### src/fsb_req_params.svh
// Purpose: shared constants of the request-phase address logic
// Assumes: pin levels are active low on the wire unless named otherwise
// Notes:   definitions only, included by the package and the ends
`ifndef FSB_REQ_PARAMS_SVH
`define FSB_REQ_PARAMS_SVH

// ------------------------------------------------------------------
// address and request line fields
// ------------------------------------------------------------------
`define ADDR_MSB      35
`define ADDR_LSB      3
`define REQ_MSB       4
`define LO_GRP_MSB    16
`define HI_GRP_LSB    17
`define HI_PAR_LSB    24
`define LO_PAR_MSB    23
`define BIT20_POS     20

// ------------------------------------------------------------------
// idle pin levels
// ------------------------------------------------------------------
`define ADDR_IDLE     33'h1_ffff_ffff
`define REQ_IDLE      5'h1f
`define STB_IDLE      2'h3
`define STB_ACTIVE    2'h0
`define PAR_IDLE      2'h3

// ------------------------------------------------------------------
// timing
// ------------------------------------------------------------------
// strobe edge follows the data change by this many clk_sys cycles plus one
`define STB_DLY_NS    10
`define SYS_PERIOD_NS 5
`define STB_DLY_CYC   (`STB_DLY_NS / `SYS_PERIOD_NS)

`endif

### src/fsb_req_pkg.sv
// Purpose: types and helpers shared by both ends of the request phase
// Assumes: fsb_req_params.svh on the include path
// Notes:   parity helper works on asserted-high (logical) values
`include "fsb_req_params.svh"

package fsb_req_pkg;

  // ------------------------------------------------------------------
  // types
  // ------------------------------------------------------------------
  typedef logic [`ADDR_MSB:`ADDR_LSB] addr_t;
  typedef logic [`REQ_MSB:0]          req_t;

  typedef enum logic [1:0] {
    PH_IDLE,
    PH_SUB1,
    PH_SUB2
  } phase_state_t;

  // one sample of every observed pin, wire levels
  typedef struct packed {
    logic       bclk;
    logic       ads_n;
    logic [1:0] stb_n;
    logic [1:0] par;
    req_t       req_n;
    addr_t      addr_n;
  } link_sample_t;

  // ------------------------------------------------------------------
  // parity line levels for one subphase, {line_b, line_a}
  // ------------------------------------------------------------------
  function automatic logic [1:0] cover_parity(input addr_t a,
                                              input req_t  r,
                                              input logic  sub2);
    logic hi_p;
    logic lo_p;
    hi_p = ~^a[`ADDR_MSB:`HI_PAR_LSB];
    lo_p = ~^{a[`LO_PAR_MSB:`ADDR_LSB], r};
    return sub2 ? {hi_p, lo_p} : {lo_p, hi_p};
  endfunction

endpackage

### src/req_phase_if.sv
// Purpose: request-phase pins shared by the requester and receiver ends
// Assumes: every line is pulled high when nobody drives it
// Notes:   the wire level is worked out here from the output enables
`timescale 1ns/1ps
`default_nettype none
`include "fsb_req_params.svh"

interface req_phase_if;

  // ------------------------------------------------------------------
  // bus clock (true half) and resolved wires
  // ------------------------------------------------------------------
  logic                bus_clk;
  fsb_req_pkg::addr_t  addr_lines_n;
  fsb_req_pkg::req_t   req_lines_n;
  logic                address_valid_strobe_n;
  logic [1:0]          address_capture_strobes_n;
  logic [1:0]          address_parity_lines;

  // ------------------------------------------------------------------
  // requester drive
  // ------------------------------------------------------------------
  fsb_req_pkg::addr_t  dev_addr_o;
  fsb_req_pkg::req_t   dev_req_o;
  logic                dev_ads_o;
  logic [1:0]          dev_stb_o;
  logic [1:0]          dev_par_o;
  logic                dev_oe;

  // ------------------------------------------------------------------
  // receiver drive
  // ------------------------------------------------------------------
  fsb_req_pkg::addr_t  rcv_addr_o;
  fsb_req_pkg::req_t   rcv_req_o;
  logic                rcv_ads_o;
  logic [1:0]          rcv_stb_o;
  logic [1:0]          rcv_par_o;
  logic                rcv_oe;

  // wired bus with pull-ups
  assign addr_lines_n = dev_oe ? dev_addr_o :
                        (rcv_oe ? rcv_addr_o : `ADDR_IDLE);
  assign req_lines_n  = dev_oe ? dev_req_o :
                        (rcv_oe ? rcv_req_o : `REQ_IDLE);
  assign address_valid_strobe_n = dev_oe ? dev_ads_o :
                                  (rcv_oe ? rcv_ads_o : 1'b1);
  assign address_capture_strobes_n = dev_oe ? dev_stb_o :
                                     (rcv_oe ? rcv_stb_o : `STB_IDLE);
  assign address_parity_lines = dev_oe ? dev_par_o :
                                (rcv_oe ? rcv_par_o : `PAR_IDLE);

  modport requester (
    input  bus_clk, addr_lines_n, req_lines_n, address_valid_strobe_n,
    input  address_capture_strobes_n, address_parity_lines,
    output dev_addr_o, dev_req_o, dev_ads_o, dev_stb_o, dev_par_o, dev_oe
  );

  modport receiver (
    input  bus_clk, addr_lines_n, req_lines_n, address_valid_strobe_n,
    input  address_capture_strobes_n, address_parity_lines,
    output rcv_addr_o, rcv_req_o, rcv_ads_o, rcv_stb_o, rcv_par_o, rcv_oe
  );

endinterface

`default_nettype wire

### src/fsb_requester_end.sv
// Purpose: requesting agent of the processor_system_bus request phase
// Assumes: bus_clk is far slower than clk_sys (about 10 cycles a period)
// Notes:   one request held at a time; launched on a bus_clk rise
//
// Function
// - subphase 1 address, subphase 2 type info
// - low group strobe 0, high group strobe 1
// - lines source-synchronous, latched on strobes, parity-protected
// - bit20 mask forces address bit 20 low
// - address_valid_strobe marks a valid new transaction
// - agents start checks and decode on strobe
// - parity high when even number covered low
// - parity coverage per subphase, roles swap
// - bus clock drives outputs, latches common inputs
// - timing taken from true bus clock rise
`timescale 1ns/1ps
`default_nettype none
`include "fsb_req_params.svh"

module fsb_requester_end (
  // system clock and reset
  input  wire logic                clk_sys,
  input  wire logic                arst_n,
  // bus pins
  req_phase_if.requester           bus,
  // request from the core
  input  wire logic                req_valid,
  output logic                     req_ready,
  input  wire fsb_req_pkg::addr_t  req_addr,
  input  wire fsb_req_pkg::req_t   req_type,
  input  wire fsb_req_pkg::addr_t  req_info_addr,
  input  wire fsb_req_pkg::req_t   req_info_type,
  // real-mode mask, asynchronous
  input  wire logic                bit20_mask_input,
  // masked address toward the cache lookup
  output fsb_req_pkg::addr_t       lookup_addr,
  output logic                     lookup_valid,
  // phase activity
  output logic                     phase_busy
);

  // ------------------------------------------------------------------
  // declarations
  // ------------------------------------------------------------------
  logic [2:0]                 bclk_sync_reg;
  logic [1:0]                 mask_sync_reg;
  logic                       bclk_rise;
  logic                       bclk_fall;
  logic                       take;
  logic                       launch;

  logic                       pend_reg;
  logic                       req_ready_reg;
  fsb_req_pkg::addr_t         hold_addr_reg;
  fsb_req_pkg::req_t          hold_type_reg;
  fsb_req_pkg::addr_t         hold_info_addr_reg;
  fsb_req_pkg::req_t          hold_info_type_reg;
  fsb_req_pkg::addr_t         lookup_addr_reg;
  logic                       lookup_valid_reg;

  fsb_req_pkg::phase_state_t  state_reg;
  logic [2:0]                 cnt_reg;
  fsb_req_pkg::addr_t         addr_o_reg;
  fsb_req_pkg::req_t          req_o_reg;
  logic                       ads_o_reg;
  logic [1:0]                 stb_o_reg;
  logic [1:0]                 par_o_reg;
  logic                       oe_reg;
  logic                       busy_reg;

  // ------------------------------------------------------------------
  // helpers
  // ------------------------------------------------------------------
  // clears address bit 20 while the mask is on
  function automatic fsb_req_pkg::addr_t mask_bit20(
      input fsb_req_pkg::addr_t a, input logic on);
    fsb_req_pkg::addr_t r;
    r = a;
    if (on) begin
      r[`BIT20_POS] = 1'b0;
    end
    return r;
  endfunction

  // ------------------------------------------------------------------
  // input synchronisers
  // ------------------------------------------------------------------
  // bus clock sampled by clk_sys, third stage only for edge finding
  always_ff @(posedge clk_sys or negedge arst_n) begin
    if (!arst_n) begin
      bclk_sync_reg <= 3'h0;
    end else begin
      bclk_sync_reg <= {bclk_sync_reg[1:0], bus.bus_clk};
    end
  end

  // asynchronous mask pin, two flops before use
  always_ff @(posedge clk_sys or negedge arst_n) begin
    if (!arst_n) begin
      mask_sync_reg <= 2'h0;
    end else begin
      mask_sync_reg <= {mask_sync_reg[0], bit20_mask_input};
    end
  end

  // only the true-half rise times the phase, the fall splits subphases
  assign bclk_rise = bclk_sync_reg[1] & ~bclk_sync_reg[2];
  assign bclk_fall = ~bclk_sync_reg[1] & bclk_sync_reg[2];

  assign take   = req_valid & req_ready_reg;
  assign launch = bclk_rise & pend_reg;

  // ------------------------------------------------------------------
  // request holding and cache lookup address
  // ------------------------------------------------------------------
  // the masked address feeds both the lookup and the bus drive
  always_ff @(posedge clk_sys or negedge arst_n) begin
    if (!arst_n) begin
      pend_reg           <= 1'b0;
      req_ready_reg      <= 1'b0;
      hold_addr_reg      <= '0;
      hold_type_reg      <= '0;
      hold_info_addr_reg <= '0;
      hold_info_type_reg <= '0;
      lookup_addr_reg    <= '0;
      lookup_valid_reg   <= 1'b0;
    end else if (take) begin
      pend_reg           <= 1'b1;
      req_ready_reg      <= 1'b0;
      hold_addr_reg      <= mask_bit20(req_addr, mask_sync_reg[1]);
      hold_type_reg      <= req_type;
      hold_info_addr_reg <= req_info_addr;
      hold_info_type_reg <= req_info_type;
      lookup_addr_reg    <= mask_bit20(req_addr, mask_sync_reg[1]);
      lookup_valid_reg   <= 1'b1;
    end else begin
      lookup_valid_reg <= 1'b0;
      if (launch) begin
        pend_reg      <= 1'b0;
        req_ready_reg <= 1'b1;
      end else if (!pend_reg) begin
        req_ready_reg <= 1'b1;
      end
    end
  end

  // ------------------------------------------------------------------
  // request phase drive
  // ------------------------------------------------------------------
  // strobe edges sit STB_DLY_CYC plus one clk_sys cycle after each data change, mid-eye
  always_ff @(posedge clk_sys or negedge arst_n) begin
    if (!arst_n) begin
      state_reg  <= fsb_req_pkg::PH_IDLE;
      cnt_reg    <= 3'h0;
      addr_o_reg <= `ADDR_IDLE;
      req_o_reg  <= `REQ_IDLE;
      ads_o_reg  <= 1'b1;
      stb_o_reg  <= `STB_IDLE;
      par_o_reg  <= `PAR_IDLE;
      oe_reg     <= 1'b0;
    end else if (launch) begin
      // subphase 1: address and request lines, address valid strobe asserted
      state_reg  <= fsb_req_pkg::PH_SUB1;
      cnt_reg    <= 3'h0;
      addr_o_reg <= ~hold_addr_reg;
      req_o_reg  <= ~hold_type_reg;
      ads_o_reg  <= 1'b0;
      stb_o_reg  <= `STB_IDLE;
      par_o_reg  <= fsb_req_pkg::cover_parity(hold_addr_reg,
                      hold_type_reg, 1'b0);
      oe_reg     <= 1'b1;
    end else if (bclk_rise && state_reg != fsb_req_pkg::PH_IDLE) begin
      // one bus clock is over: drop the strobe and release the lines
      state_reg  <= fsb_req_pkg::PH_IDLE;
      addr_o_reg <= `ADDR_IDLE;
      req_o_reg  <= `REQ_IDLE;
      ads_o_reg  <= 1'b1;
      stb_o_reg  <= `STB_IDLE;
      par_o_reg  <= `PAR_IDLE;
      oe_reg     <= 1'b0;
    end else begin
      case (state_reg)
        fsb_req_pkg::PH_SUB1: begin
          if (bclk_fall) begin
            // subphase 2: transaction type information
            state_reg  <= fsb_req_pkg::PH_SUB2;
            cnt_reg    <= 3'h0;
            addr_o_reg <= ~hold_info_addr_reg;
            req_o_reg  <= ~hold_info_type_reg;
            par_o_reg  <= fsb_req_pkg::cover_parity(hold_info_addr_reg,
                            hold_info_type_reg, 1'b1);
          end else if (cnt_reg == 3'(`STB_DLY_CYC)) begin
            stb_o_reg <= `STB_ACTIVE;
          end else begin
            cnt_reg <= cnt_reg + 3'h1;
          end
        end
        fsb_req_pkg::PH_SUB2: begin
          if (cnt_reg == 3'(`STB_DLY_CYC)) begin
            stb_o_reg <= `STB_IDLE;
          end else begin
            cnt_reg <= cnt_reg + 3'h1;
          end
        end
        default: begin
          cnt_reg <= 3'h0;
        end
      endcase
    end
  end

  // busy from request acceptance until the phase is released
  always_ff @(posedge clk_sys or negedge arst_n) begin
    if (!arst_n) begin
      busy_reg <= 1'b0;
    end else begin
      busy_reg <= (state_reg != fsb_req_pkg::PH_IDLE) | pend_reg;
    end
  end

  // ------------------------------------------------------------------
  // outputs
  // ------------------------------------------------------------------
  assign req_ready      = req_ready_reg;
  assign lookup_addr    = lookup_addr_reg;
  assign lookup_valid   = lookup_valid_reg;
  assign phase_busy     = busy_reg;
  assign bus.dev_addr_o = addr_o_reg;
  assign bus.dev_req_o  = req_o_reg;
  assign bus.dev_ads_o  = ads_o_reg;
  assign bus.dev_stb_o  = stb_o_reg;
  assign bus.dev_par_o  = par_o_reg;
  assign bus.dev_oe     = oe_reg;

endmodule

`default_nettype wire

### src/flat_wrapper.sv
// flat-port wrapper written by rule: the top's interface ports become plain ports
module fsb_requester_end_flat 
  (clk_sys, arst_n, req_valid, req_ready, req_addr, req_type, req_info_addr, req_info_type, bit20_mask_input, lookup_addr, lookup_valid, phase_busy, bus_bus_clk, bus_dev_addr_o, bus_dev_req_o, bus_dev_ads_o, bus_dev_stb_o, bus_dev_par_o, bus_dev_oe);
  req_phase_if bus_i ();
  input  wire logic clk_sys;
  input  wire logic arst_n;
  input  wire logic req_valid;
  output logic req_ready;
  input  wire fsb_req_pkg::addr_t req_addr;
  input  wire fsb_req_pkg::req_t req_type;
  input  wire fsb_req_pkg::addr_t req_info_addr;
  input  wire fsb_req_pkg::req_t req_info_type;
  input  wire logic bit20_mask_input;
  output fsb_req_pkg::addr_t lookup_addr;
  output logic lookup_valid;
  output logic phase_busy;
  input wire logic [$bits(bus_i.bus_clk)-1:0] bus_bus_clk;
  output wire logic [$bits(bus_i.dev_addr_o)-1:0] bus_dev_addr_o;
  output wire logic [$bits(bus_i.dev_req_o)-1:0] bus_dev_req_o;
  output wire logic [$bits(bus_i.dev_ads_o)-1:0] bus_dev_ads_o;
  output wire logic [$bits(bus_i.dev_stb_o)-1:0] bus_dev_stb_o;
  output wire logic [$bits(bus_i.dev_par_o)-1:0] bus_dev_par_o;
  output wire logic [$bits(bus_i.dev_oe)-1:0] bus_dev_oe;
  assign bus_i.bus_clk = bus_bus_clk;
  assign bus_dev_addr_o = bus_i.dev_addr_o;
  assign bus_dev_req_o = bus_i.dev_req_o;
  assign bus_dev_ads_o = bus_i.dev_ads_o;
  assign bus_dev_stb_o = bus_i.dev_stb_o;
  assign bus_dev_par_o = bus_i.dev_par_o;
  assign bus_dev_oe = bus_i.dev_oe;
  fsb_requester_end u_core (.clk_sys(clk_sys), .arst_n(arst_n), .bus(bus_i), .req_valid(req_valid), .req_ready(req_ready), .req_addr(req_addr), .req_type(req_type), .req_info_addr(req_info_addr), .req_info_type(req_info_type), .bit20_mask_input(bit20_mask_input), .lookup_addr(lookup_addr), .lookup_valid(lookup_valid), .phase_busy(phase_busy));
endmodule
### config.mk
export PLATFORM = sky130hd
export DESIGN_NAME = fsb_requester_end_flat
export DESIGN_NICKNAME = d
export VERILOG_FILES = /design/src/fsb_req_pkg.sv /design/src/req_phase_if.sv /design/src/fsb_requester_end.sv /design/src/flat_wrapper.sv
export VERILOG_INCLUDE_DIRS = /design/src
export SDC_FILE = /design/constraint.sdc
export NUM_CORES = 1
export LEC_CHECK = 0
export ABC_AREA = 1
export BUFFER_PORTS_ARGS = -buffer_cell sky130_fd_sc_hd__buf_4
export CAP_MARGIN = 20
export CORE_MARGIN = 5
export CORE_UTILIZATION = 58
export DETAILED_ROUTE_END_ITERATION = 10
export GPL_ROUTABILITY_DRIVEN = 0
export PLACE_DENSITY = 0.86
export SETUP_SLACK_MARGIN = 0.15
export SKIP_LAST_GASP = 1
export SLEW_MARGIN = 20
export SYNTH_ARGS = -nofsm -noshare
export SYNTH_HDL_FRONTEND = slang
export SYNTH_SLANG_ARGS = --single-unit
### constraint.sdc
create_clock -name clk_sys -period 4.45 [get_ports clk_sys]
set_input_delay 0 -clock clk_sys [delete_from_list [all_inputs] [get_ports clk_sys]]
set_output_delay 0 -clock clk_sys [all_outputs]
set_load 0.01 [all_outputs]
; ---- Yosys cells after proc, flatten, opt, wreduce, memory -nomap -nowiden
; Cells that the tools add are included.
[word_totals]
mem_count = 0
input_bits = 81
romBits = 0
ramBits = 0
reg_bits = 134
out_inout_bits = 80
latch_bits = 0
wordCells = 89
[classes]
n_bitwise = 11
n_mux = 38
eq_ne = 8
div = 0
shifts = 0
n_reduce_logical = 13
order_cmp = 0
add_sub_neg = 1
n_mul = 0
[op_table]
columns = cell, count
row1 = $mux 33, 4
row2 = $not 33->33, 2
row3 = $reduce_xnor 26->1, 2
row4 = $mux 2, 13
row5 = $reduce_xnor 12->1, 2
row6 = $mux 5, 4
row7 = $mux 3, 4
row8 = $mux 1, 11
row9 = $not 5->5, 2
row10 = $ne 4x1->1 const B, 2
row11 = $pmux 3 s2, 1
row12 = $reduce_bool 2->1, 3
row13 = $reduce_bool 3->1, 2
row14 = $and 1x1->1, 4
row15 = $ne 4x4->1 const B, 1
row16 = $pmux 2 s2, 1
row17 = $reduce_and 4->1, 1
row18 = $reduce_bool 4->1, 1
row19 = $add 3x1->3 const B, 1
row20 = $eq 3x2->1 const B, 1
row21 = $ne 3x1->1 const B, 1
row22 = $eq 2x1->1 const B, 1
row23 = $eq 2x2->1 const B, 1
row24 = $ne 2x1->1 const B, 1
row25 = 4 further kinds, 5

; ---- Longest topological paths before layout
; Gate-level depths: netlist of run 1.
[logic_depth]
depth_word = 6
depth_mapped = 14

; ---- Worst setup path after synthesis of run 1
; No wires, ideal clock.
[synth_timing]
path_kind = reg-to-reg
from = register u_core.state_reg[0]
to = register u_core.addr_o_reg[28] (netlist: u_core.bus.dev_addr_o[28])
required_time_ns = 4.378
path_stages_with_launch = 11
n_path_buf = 2
synth_period_minus_slack_ns = 1.514
t_arrival_ns = 1.442
setup_time_ns = 0.072
slack_ns = 2.936
cell_sequence = dfrtp_1 > inv_1 > ha_1 > nand2_2 > nand2_2 > inv_2 > o21ai_4 > buf_6 > buf_6 > nand2_1 > o21ai_1
[synth_via]
elab_chain_len = 4
elab_cells_between_ends = 8
[synth_lines]
columns = item, line_no
row1 = from (decl), fsb_requester_end.sv:61  ; fsb_req_pkg::phase_state_t state_reg;
row2 = from (signal assigned), fsb_requester_end.sv:153  ; state_reg <= fsb_req_pkg::PH_IDLE;
row3 = from (signal assigned), fsb_requester_end.sv:163  ; state_reg <= fsb_req_pkg::PH_SUB1;
row4 = from (signal assigned), fsb_requester_end.sv:174  ; state_reg <= fsb_req_pkg::PH_IDLE;
row5 = $reduce_bool 2->1, fsb_requester_end.sv:172  ; end else if (bclk_rise && state_reg != fsb_req_pkg::PH_IDLE) begin
row6 = $logic_and 1x1->1, fsb_requester_end.sv:172
row7 = $reduce_bool 3->1 (no line) or $mux 33 (tied branches), --
row8 = $reduce_and 2->1 (no line) or $mux 33 (tied branches), --
row9 = to (signal assigned), fsb_requester_end.sv:165  ; addr_o_reg <= ~hold_addr_reg;
row10 = to (signal assigned), fsb_requester_end.sv:175  ; addr_o_reg <= `ADDR_IDLE;
row11 = to (signal assigned), fsb_requester_end.sv:188  ; addr_o_reg <= ~hold_info_addr_reg;
row12 = to (decl), fsb_requester_end.sv:63  ; fsb_req_pkg::addr_t addr_o_reg;
; Parallel ways exist; a longest one is shown, timed or not.
; A chain may end at the register's enable or synchronous reset.

; ---- Worst setup path after layout of run 1
[layout_timing]
from = register u_core.state_reg[0]
to = register u_core.addr_o_reg[1] (netlist: u_core.bus.dev_addr_o[1])
; Same word-level chain as after synthesis.

==> results of run 1 <==
-- metrics by stage --
step | total power, mW | cell area [um^2]
floorplan | 3.98 | 6610
global placement | 4.91 | 7860
detailed placement | 4.99 | 7860
CTS | 6.54 | 9250
global route | 7.10 | 9260
finish | 6.61 | 9260
-- cells in the final DEF, fill, tap and decap left out, types with 2 or more instances in the layout --
cell | netlist | routed
sky130_fd_sc_hd__nand2_1 | 335 | 334
sky130_fd_sc_hd__buf_4 | 1 | 165
sky130_fd_sc_hd__o21ai_0 | 109 | 109
sky130_fd_sc_hd__inv_1 | 96 | 95
sky130_fd_sc_hd__dfrtp_1 | 91 | 91
sky130_fd_sc_hd__dlygate4sd3_1 | 0 | 79
sky130_fd_sc_hd__dfstp_2 | 42 | 42
sky130_fd_sc_hd__o22ai_1 | 30 | 30
sky130_fd_sc_hd__xnor2_1 | 26 | 26
sky130_fd_sc_hd__xor2_1 | 18 | 18
sky130_fd_sc_hd__clkbuf_16 | 0 | 17
sky130_fd_sc_hd__nand3_1 | 12 | 12
sky130_fd_sc_hd__o21ai_1 | 10 | 10
sky130_fd_sc_hd__nor2_1 | 9 | 9
sky130_fd_sc_hd__clkinv_2 | 0 | 7
sky130_fd_sc_hd__ha_1 | 5 | 5
sky130_fd_sc_hd__nand2_2 | 3 | 4
sky130_fd_sc_hd__inv_2 | 3 | 3
sky130_fd_sc_hd__clkbuf_8 | 0 | 3
sky130_fd_sc_hd__bufinv_16 | 0 | 3
sky130_fd_sc_hd__nand3b_1 | 2 | 2
sky130_fd_sc_hd__a21oi_1 | 2 | 2
sky130_fd_sc_hd__a21boi_0 | 2 | 2
-- layer usage --
metal | track usage (%) | vias to the layer above
li1 | - | 3069
met1 | 36.6 | 3115
met2 | 49.3 | 304
met3 | 6.17 | 58
met4 | 15.1 | 0
met5 | 0 | -
-- cell type report --
type	instances	area, um^2
Clock buffer	21	470
Multi-Input combinational cell	568	2690
Timing Repair Buffer	244	2030
Clock inverter	10	129
Sequential cell	133	3380
Antenna cell	1	2.50
Inverter	99	373
Tap cell	143	179
Fill cell	642	2010
-- worst reg2reg max path, stage by stage, from the launching register on --
cell and delay [ns]:
sky130_fd_sc_hd__dfrtp_1 0.39, sky130_fd_sc_hd__inv_1 0.20, sky130_fd_sc_hd__ha_1 0.21, sky130_fd_sc_hd__nand2_2 0.07, sky130_fd_sc_hd__nand2_2 0.11, sky130_fd_sc_hd__inv_2 0.31
sky130_fd_sc_hd__o21ai_4 0.90, sky130_fd_sc_hd__buf_4 0.48, sky130_fd_sc_hd__nand2_1 0.12, sky130_fd_sc_hd__o21ai_0 0.10
-- cells in the mapped netlist (2+ instances only) --
library cell	n	share of area, %
sky130_fd_sc_hd__o21ai_1	10	0.76
sky130_fd_sc_hd__o22ai_1	30	2.8
sky130_fd_sc_hd__ha_1	5	0.95
sky130_fd_sc_hd__clkbuf_1	11	0.62
sky130_fd_sc_hd__a21oi_1	2	0.15
sky130_fd_sc_hd__buf_6	2	0.34
sky130_fd_sc_hd__buf_2	18	1.4
sky130_fd_sc_hd__o21ai_0	109	8.3
sky130_fd_sc_hd__nand3b_1	2	0.23
sky130_fd_sc_hd__inv_1	96	5.5
sky130_fd_sc_hd__dfstp_2	42	17
sky130_fd_sc_hd__nand3_1	12	0.91
sky130_fd_sc_hd__inv_2	3	0.17
sky130_fd_sc_hd__xor2_1	18	2.4
sky130_fd_sc_hd__nand2_2	3	0.28
sky130_fd_sc_hd__xnor2_1	26	3.4
sky130_fd_sc_hd__nand2_1	335	19
sky130_fd_sc_hd__nor2_1	9	0.51
sky130_fd_sc_hd__dfrtp_1	91	34
sky130_fd_sc_hd__a21boi_0	2	0.23
-- path summary, 6_finish.rpt --
path,start,endpoint,slack (ns),cells past startpoint
min reg2reg,u_core.bclk_sync_reg[0],u_core.bclk_sync_reg[1],0.37,0
max in group asynchronous,arst_n,u_core.cnt_reg[2],3.30,3
max,u_core.state_reg[0],u_core.bus.dev_addr_o[1],1.48,9
min in group clk_sys,bus_bus_clk,u_core.bclk_sync_reg[0],0.24,2
min,arst_n,u_core.lookup_addr[13],0.11,2
max reg2reg,u_core.state_reg[0],u_core.bus.dev_addr_o[1],1.48,9
-- logic make-up after synthesis --
family | after synthesis | share of synthesized area, %
compound gates | 156 | 12.7
buf+inv | 132 | 8.12
fa+ha+maj | 5 | 0.947
flops | 133 | 51.2
mux | 1 | 0.151
xor+xnor | 44 | 5.83
simple gates | 362 | 21.1
-- where the power goes --
group / total (mW) / internal [mW] / switching [mW]
registers: 2.26 / 1.83 / 0.439
logic: 2.92 / 1.23 / 1.69
clock network: 1.43 / 0.916 / 0.514
total: 6.61 / 3.97 / 2.64
==> results.md, run 1 <==
- The flow ran to the end, and the final reports show no timing, DRC or antenna violations.
- The top flip-flop cell by instance count after synthesis is sky130_fd_sc_hd__dfrtp_1.
- Counting flops with an async set or reset pin after synthesis yields a share of 100%.
- Setup repair after global routing left no endpoint under its margin.
- The critical path buffer and inverter count is 3.
- The placed wire-length estimate after detailed placement is 11.6 mm.
- Synthesis inferred 133 register bits.
- The placeable core region is 11300 um^2.
- After floorplanning, the core was divided into 39 placement rows.
- The share of the cycle needed by the critical path after routing is 66.7%.
- The worst slew margin relative to its limit is 34.8%.
- Setup violations remaining at the end of the flow were counted as 0.
- The violation count after the first detailed-routing iteration is 448.
- The clock period minus final worst setup slack is 2.97 ns.
- Entering global routing, the biggest net connects 75 pins.
- The worst setup path is launched from a flop.
- The post-layout net count is 1149.
- The number of slew-limit violations in the final report came to 0.
- The post-route antenna net violation count is 0.
- The transition at the pin with the smallest max-transition slack is 0.974 ns.
- For the final routed database, the setup TNS stands at 0 ns.
- VDD sags by at most 424 uV.
- The fraction of the yosys area taken by sequential cells is 51.2%.
- The highest net fanout along the worst path is 42.
- In the final layout, the share of cells above drive strength 1 is 23.0%.
- The post-layout instance count excluding filler cells is 1219.
- The peak per-stage delay on the critical path is 0.89 ns.
- The leakage power total is 4.74 nW.
- The die span in x is 117 um.
- Clock tree synthesis inserted a total of 17 buffers.
- The clock insertion delay at the later pin of the skew report is 0.42 ns.
- The standard cell with the maximum stage delay on the critical path is sky130_fd_sc_hd__o21ai_4.
- The clock transition at the registers of the reported paths is 0.06 ns.
- The count of hold buffers inserted by post-cts repair is 79.
- The number of enable flip-flop cells after synthesis is 0.
- The required arrival time at the worst endpoint is 4.79 ns.
- The kind of end point of the critical path is a flop.
- The number of maximum-capacitance constraint violations is 0.
- The number of hold-slack violations in the final timing report is 0.
- The tightest min-delay check is of the input pin to async pin type.
- Summing every instance area after synthesis gives 6610 um^2.
- The detailed-route wire length per cell is 15.8 um.
- TritonCTS built the clock tree.
- In the routed design, unresolved DRC markers number 0.
- For this block, the via count after detailed routing is 6546.
- The number of clock sinks is 133.
- The via-per-instance ratio is 5.37.
- Buffers added to address setup during post-CTS repair amount to 0.
- Summed over all nets, wire length on met2 after detailed routing comes to 9.71 mm.
- The total of cells resized after clock tree synthesis is 0.
- The total global routing overflow is 0.
- In this run the deepest clock path goes through 2 buffers.
- Counting every net in the synthesized netlist gives 919.
- OpenSTA, run right after detailed placement, puts the worst setup slack at 1.68 ns.
- Hold is met by 0.113 ns.
- The met1 wire length is 7.50 mm.
- The H-tree depth is 4.
- The yosys synthesis warning count is 0.
- Global routing used 29.7% of the available tracks.
- The highest signal layer in the routed design is met4.
- The top achievable clock speed is 0.337 GHz.
- The top cell family by delay on the critical path is compound AO/OA/AOI/OAI gates.
- The routed length on met3 is 1.43 mm.
- The count of placed standard cells including taps is 1108.
- At the end of the flow the core is filled with cells to 82.1%.
- In this design, the critical path's most frequently occurring cell is sky130_fd_sc_hd__nand2_2.
- Port buffering added 160 buffers.
- The netlist uses 27 different library cells.
- Measured along the y axis, the die boundary spans 117 um.
- After layout, the worst setup slack is 1.48 ns.
- The number of global-route vias before repair was 6543.
- The synthesized netlist cell count is 833.
- The number of antenna violations at the first check in global routing is 0.
- The pre-antenna-repair detailed-routing pass consisted of 5 iterations.
- A synthesized cell averages 7.93 um^2.
- The floorplan step defined a die boundary enclosing 13600 um^2.
- The cell at the root of the clock tree is sky130_fd_sc_hd__clkbuf_16.
- The post-detailed-routing wire length is 19.3 mm.
- The critical path is of the flop to flop type.
- The number of placed I/O pins is 161.
- In this run the power density over the cells is 714 nW/um^2.
- For this configuration, the core starts out at a cell density of 58.6%.
- From synthesis to final layout, the design area changed by 40.1%.
- The first global-routing pass estimated 31.5 mm of wire.
- STA puts the critical path data arrival time at 3.31 ns.
- The critical path goes through inv_1 -> ha_1 -> nand2_2 -> nand2_2 -> inv_2 -> o21ai_4 -> buf_4 -> nand2_1 -> o21ai_0.
- On the final layout, the worst clock skew is 0.00627 ns.
Power figures use the tool's default switching activity.
==> inputs of run 2 (changes only) <==
--- a/config.mk
+++ b/config.mk
@@ -6,14 +6,14 @@
 export SDC_FILE = /design/constraint.sdc
 export NUM_CORES = 1
 export LEC_CHECK = 0
-export ABC_AREA = 1
+export ABC_AREA = 0
 export BUFFER_PORTS_ARGS = -buffer_cell sky130_fd_sc_hd__buf_4
 export CAP_MARGIN = 20
 export CORE_MARGIN = 5
-export CORE_UTILIZATION = 58
+export CORE_UTILIZATION = 53
 export DETAILED_ROUTE_END_ITERATION = 10
 export GPL_ROUTABILITY_DRIVEN = 0
-export PLACE_DENSITY = 0.86
+export PLACE_DENSITY = 0.8
 export SETUP_SLACK_MARGIN = 0.15
 export SKIP_LAST_GASP = 1
 export SLEW_MARGIN = 20
==> constraint.sdc (replaced) <==
create_clock -name clk_sys -period 3.1 [get_ports clk_sys]
set_input_delay 0 -clock clk_sys [delete_from_list [all_inputs] [get_ports clk_sys]]
set_output_delay 0 -clock clk_sys [all_outputs]
set_load 0.01 [all_outputs]
==> run 2 against run 1 <==
- via count decreased by 28%
- power increased by 47%
- clock power increased by 43%
- synthesized cell count decreased by 42%
- flip-flop and latch count unchanged
- synthesized area decreased by 8.9%
- cell count decreased by 28%
- wire length decreased by 13%
- critical path type unchanged
- critical endpoint is now u_core.bus.dev_addr_o[16]
- largest power group unchanged
==> results.md, run 2 <==
- The run finished with clean final reports.
- The area enclosed by the die boundary came to 13600 um^2 (-0.24%).
- The ratio of total power to cell area is 1110 nW/um^2 (+55%).
- The worst setup path is launched from a flop.
- The number of clock sinks came to 133 (unchanged).
- Setup repair after global routing left no endpoint under its margin.
- The worst-case vdd ir drop is 737 uV (+74%).
- The violation count after the first detailed-routing iteration came to 291 (-35%).
- The top flip-flop cell by instance count after synthesis is sky130_fd_sc_hd__dfrtp_1.
- The clock tree skew after final layout was 0.00884 ns (+0.00257 ns).
- Ranked by total cell area, the synthesized netlist is headed by sky130_fd_sc_hd__dfrtp_1, sky130_fd_sc_hd__dfstp_2, sky130_fd_sc_hd__mux2_2, sky130_fd_sc_hd__xnor2_1, sky130_fd_sc_hd__a22o_1.
- By instance count, the cell type seen most on the critical path is sky130_fd_sc_hd__nor2_1.
- The final-layout setup total negative slack was 0 ns (unchanged).
- The detailed-route wire length per cell came to 19.1 um (+21%).
- The placement row count is 39 (unchanged).
- The combined global-route utilization of all metal layers is 26.0% (-3.6 points).
- The required arrival time at the worst endpoint was 3.43 ns (-1.36 ns).
- The yosys synthesis warning count is 0 (unchanged).
- The number of enable flip-flop cells after synthesis is 0 (unchanged).
- The path type of the worst min-delay path is input pin to async pin.
- The number of buffers created by CTS is 17 (unchanged).
- The post-detailed-routing wire length was 16.8 mm (-13%).
- The number of hold-slack violations in the final timing report came to 0 (unchanged).
- The top cell types in the final layout, fill and taps aside, are sky130_fd_sc_hd__buf_4, sky130_fd_sc_hd__dfrtp_1, sky130_fd_sc_hd__dlygate4sd3_1.
- The async set or reset register ratio after synthesis came to 100% (unchanged).
- Ranked by instance count, the synthesized netlist is headed by sky130_fd_sc_hd__dfrtp_1, sky130_fd_sc_hd__mux2_2, sky130_fd_sc_hd__xnor2_1.
- The leakage power total came to 3.84 nW (-19%).
- The setup path with the least slack is of type flop to flop.
- The worst slew margin relative to its limit is 40.6% (+5.8 points).
- The effective utilization at floorplan is 53.4% (-5.2 points).
- The synthesized netlist net count is 571 (-38%).
- The fraction of synthesized cell area taken by the top area cell type is 37.8% (+3.3 points).
- The number of iterations in the first detailed-routing pass is 4 (-1).
- The most common library cell in the layout ignoring fill and taps is sky130_fd_sc_hd__buf_4.
- The arrival time of data at the critical path endpoint is 2.65 ns (-0.66 ns).
- The number of placed I/O pins came to 161 (unchanged).
- The die span in x is 117 um (-0.12%).
- The fraction of the yosys area taken by sequential cells is 56.1% (+5.0 points).
- For this design, the slowest cell found on the critical path is sky130_fd_sc_hd__nand2b_2.
- The slack of the worst reg-to-reg path came to 0.78 ns (-0.71 ns).
- STA classifies the critical path endpoint as a flop.
- The critical path buffer and inverter count is 2 (-1).
- The total global routing overflow is 0 (unchanged).
- The post-synthesis register bit count is 133 (unchanged).
- The placed wire-length estimate after detailed placement is 10.2 mm (-12%).
- Traced cell by cell, the critical path runs through inv_1 -> ha_1 -> nor2_1 -> o21ai_0 -> nand2b_2 -> buf_12 -> nor2_1 -> a21oi_1.
- The mean area per synthesized cell came to 12.4 um^2 (+57%).
- The number of global-route vias before repair was 5207 (-20%).
- The global-route wire length before repair is 26.7 mm (-15%).
- The number of maximum-capacitance constraint violations came to 0 (unchanged).
- The dominant cell by count in the synthesized netlist is sky130_fd_sc_hd__dfrtp_1.
- The top achievable clock speed was 0.430 GHz (+28%).
- The cell at the root of the clock tree is sky130_fd_sc_hd__clkbuf_16.
- The total via count after detailed routing is 4706 (-28%).
- The remaining routing DRC violations came to 0 (unchanged).
- The leading area contributor after synthesis is sky130_fd_sc_hd__dfrtp_1.
- The clock tree buffer depth is 2 (unchanged).
- The total of cells resized after clock tree synthesis is 0 (unchanged).
- The layout overhead on the synthesized area is 45.7%.
- The clock period minus final worst setup slack was 2.32 ns (-0.642 ns).
- The distinct cell type count after synthesis is 30 (+11%).
- The final setup violation count is 0 (unchanged).
- The peak per-stage delay on the critical path is 0.47 ns (-0.42 ns).
- The die extent in y was 117 um (-0.12%).
- The clock insertion delay at the later pin of the skew report is 0.42 ns (about the same).
- The count of fill cells added during filler insertion is 650 (+1.2%).
- TritonCTS built the clock tree.
- The synthesized area came to 6020 um^2 (-8.9%).
- The transition at the pin with the smallest max-transition slack came to 0.891 ns (-0.0828 ns).
- The share of layout cells above drive strength 1 is 43.5% (+21 points).
- The post-layout net count is 809 (-30%).
- The clock transition at the registers of the reported paths is 0.05 ns (about the same).
- The final core area utilization is 77.9% (-4.3 points).
- Among cell families on the critical path, the largest total delay comes from simple AND/OR/NAND/NOR gates.
- The share of the cycle needed by the critical path after routing is 75.0% (+8.3 points).
- The synthesized netlist cell count is 485 (-42%).
- The number of antenna violations at the first check in global routing is 0 (unchanged).
- The number of slew-limit violations in the final report is 0 (unchanged).
- The number of buffer cells added on primary ports is 160 (unchanged).
- The count of inserted antenna diode cells is 0 (-1).
- The maximum number of pins on one net before global-route repair is 82 (+9.3%).
- The highest net fanout along the worst path is 43 (+2.4%).
- The via-per-instance ratio is 5.35 (-0.30%).
- The H-tree depth is 4 (unchanged).
- The post-route antenna net violation count came to 0 (unchanged).
- The placeable core region is 11300 um^2 (unchanged).
## run 2: cell count changes after synthesis, sizes merged, moves of 9 or more
cell	delta
nand2b	+9
a21oi	+39
xor2	-12
nand2	-324
inv	-95
xnor2	+36
o22ai	-28
o21ai	-113
buf	-12
nor2	+38
nand3	-11
mux2	+76
a22o	+38
## run 2: cells by family after synthesis
| family | after synthesis | synth area share, % |
|---|---|---|
| adders and majority gates | 5 | 1.04 |
| buffers and inverters | 32 | 2.18 |
| AOI/OAI and AO/OA | 94 | 10.6 |
| muxes | 76 | 14.2 |
| xor gates and xnor gates | 70 | 10.6 |
| and+or+nand+nor | 75 | 5.21 |
| DFF | 133 | 56.1 |
## run 2: worst paths after layout
kind / startpoint / endpoint / cells past startpoint
max in group asynchronous: arst_n / u_core.bus.dev_addr_o[21] / 3
worst max-delay path: u_core.state_reg[0] / u_core.bus.dev_addr_o[16] / 8
worst min register to register: u_core.bclk_sync_reg[0] / u_core.bclk_sync_reg[1] / 0
worst min-delay path: arst_n / u_core.lookup_valid / 2
worst max register to register: u_core.state_reg[0] / u_core.bus.dev_addr_o[16] / 8
min in group clk_sys: bus_bus_clk / u_core.bclk_sync_reg[0] / 2
## run 2: area by class of cell
cell class | count | area (um^2) | area share [%]
Clock buffer | 19 | 453 | 5.16
Clock inverter | 13 | 156 | 1.78
Inverter | 5 | 18.8 | 0.214
Multi-Input combinational cell | 320 | 2510 | 28.7
Sequential cell | 133 | 3380 | 38.5
Tap cell | 143 | 179 | 2.04
Timing Repair Buffer | 246 | 2070 | 23.6
## run 2: what timing repair did
| item | CTS | global route |
|---|---|---|
| hold buffers | 81 | 0 |
| setup buffers | 0 | 0 |
| endpoints found under the hold margin | 117 | 0 |
## run 2: routing by layer
metal | GRT usage (%) | wire, um | part of all wire (%)
met3 | 6.99 | 1140 | 6.8
met4 | 13.4 | 574 | 3.4
met5 | 0 | 0 | 0
met1 | 29.0 | 6160 | 37
met2 | 45.7 | 8940 | 53
## run 2: metrics by stage
step | cells | setup slack [ns] | area (um^2) | hold WS [ns] | total power [mW]
after floorplan | 485 | 1.32 | 6020 | -0.296 | 6.10
after global placement | 766 | 0.946 | 7360 | 0.0726 | 7.45
after detailed placement | 766 | 0.833 | 7360 | 0.0860 | 7.56
after CTS | 879 | 0.840 | 8780 | 0.181 | 9.75
after global routing | 879 | 0.555 | 8780 | 0.241 | 10.3
final | 879 | 0.775 | 8780 | 0.164 | 9.74
## run 2: worst register-to-register path, stage by stage (launching register included)
cell and delay, ns:
sky130_fd_sc_hd__dfrtp_1 0.41, sky130_fd_sc_hd__inv_1 0.16, sky130_fd_sc_hd__ha_1 0.29, sky130_fd_sc_hd__nor2_1 0.07
sky130_fd_sc_hd__o21ai_0 0.27, sky130_fd_sc_hd__nand2b_2 0.47, sky130_fd_sc_hd__buf_12 0.36, sky130_fd_sc_hd__nor2_1 0.14
sky130_fd_sc_hd__a21oi_1 0.06
## run 2: power by group
group	total [mW]	leakage, nW	internal, mW	switching, mW
logic	4.40	2.03	2.53	1.87
registers	3.29	1.51	2.60	0.688
clock network	2.05	0.298	1.30	0.745
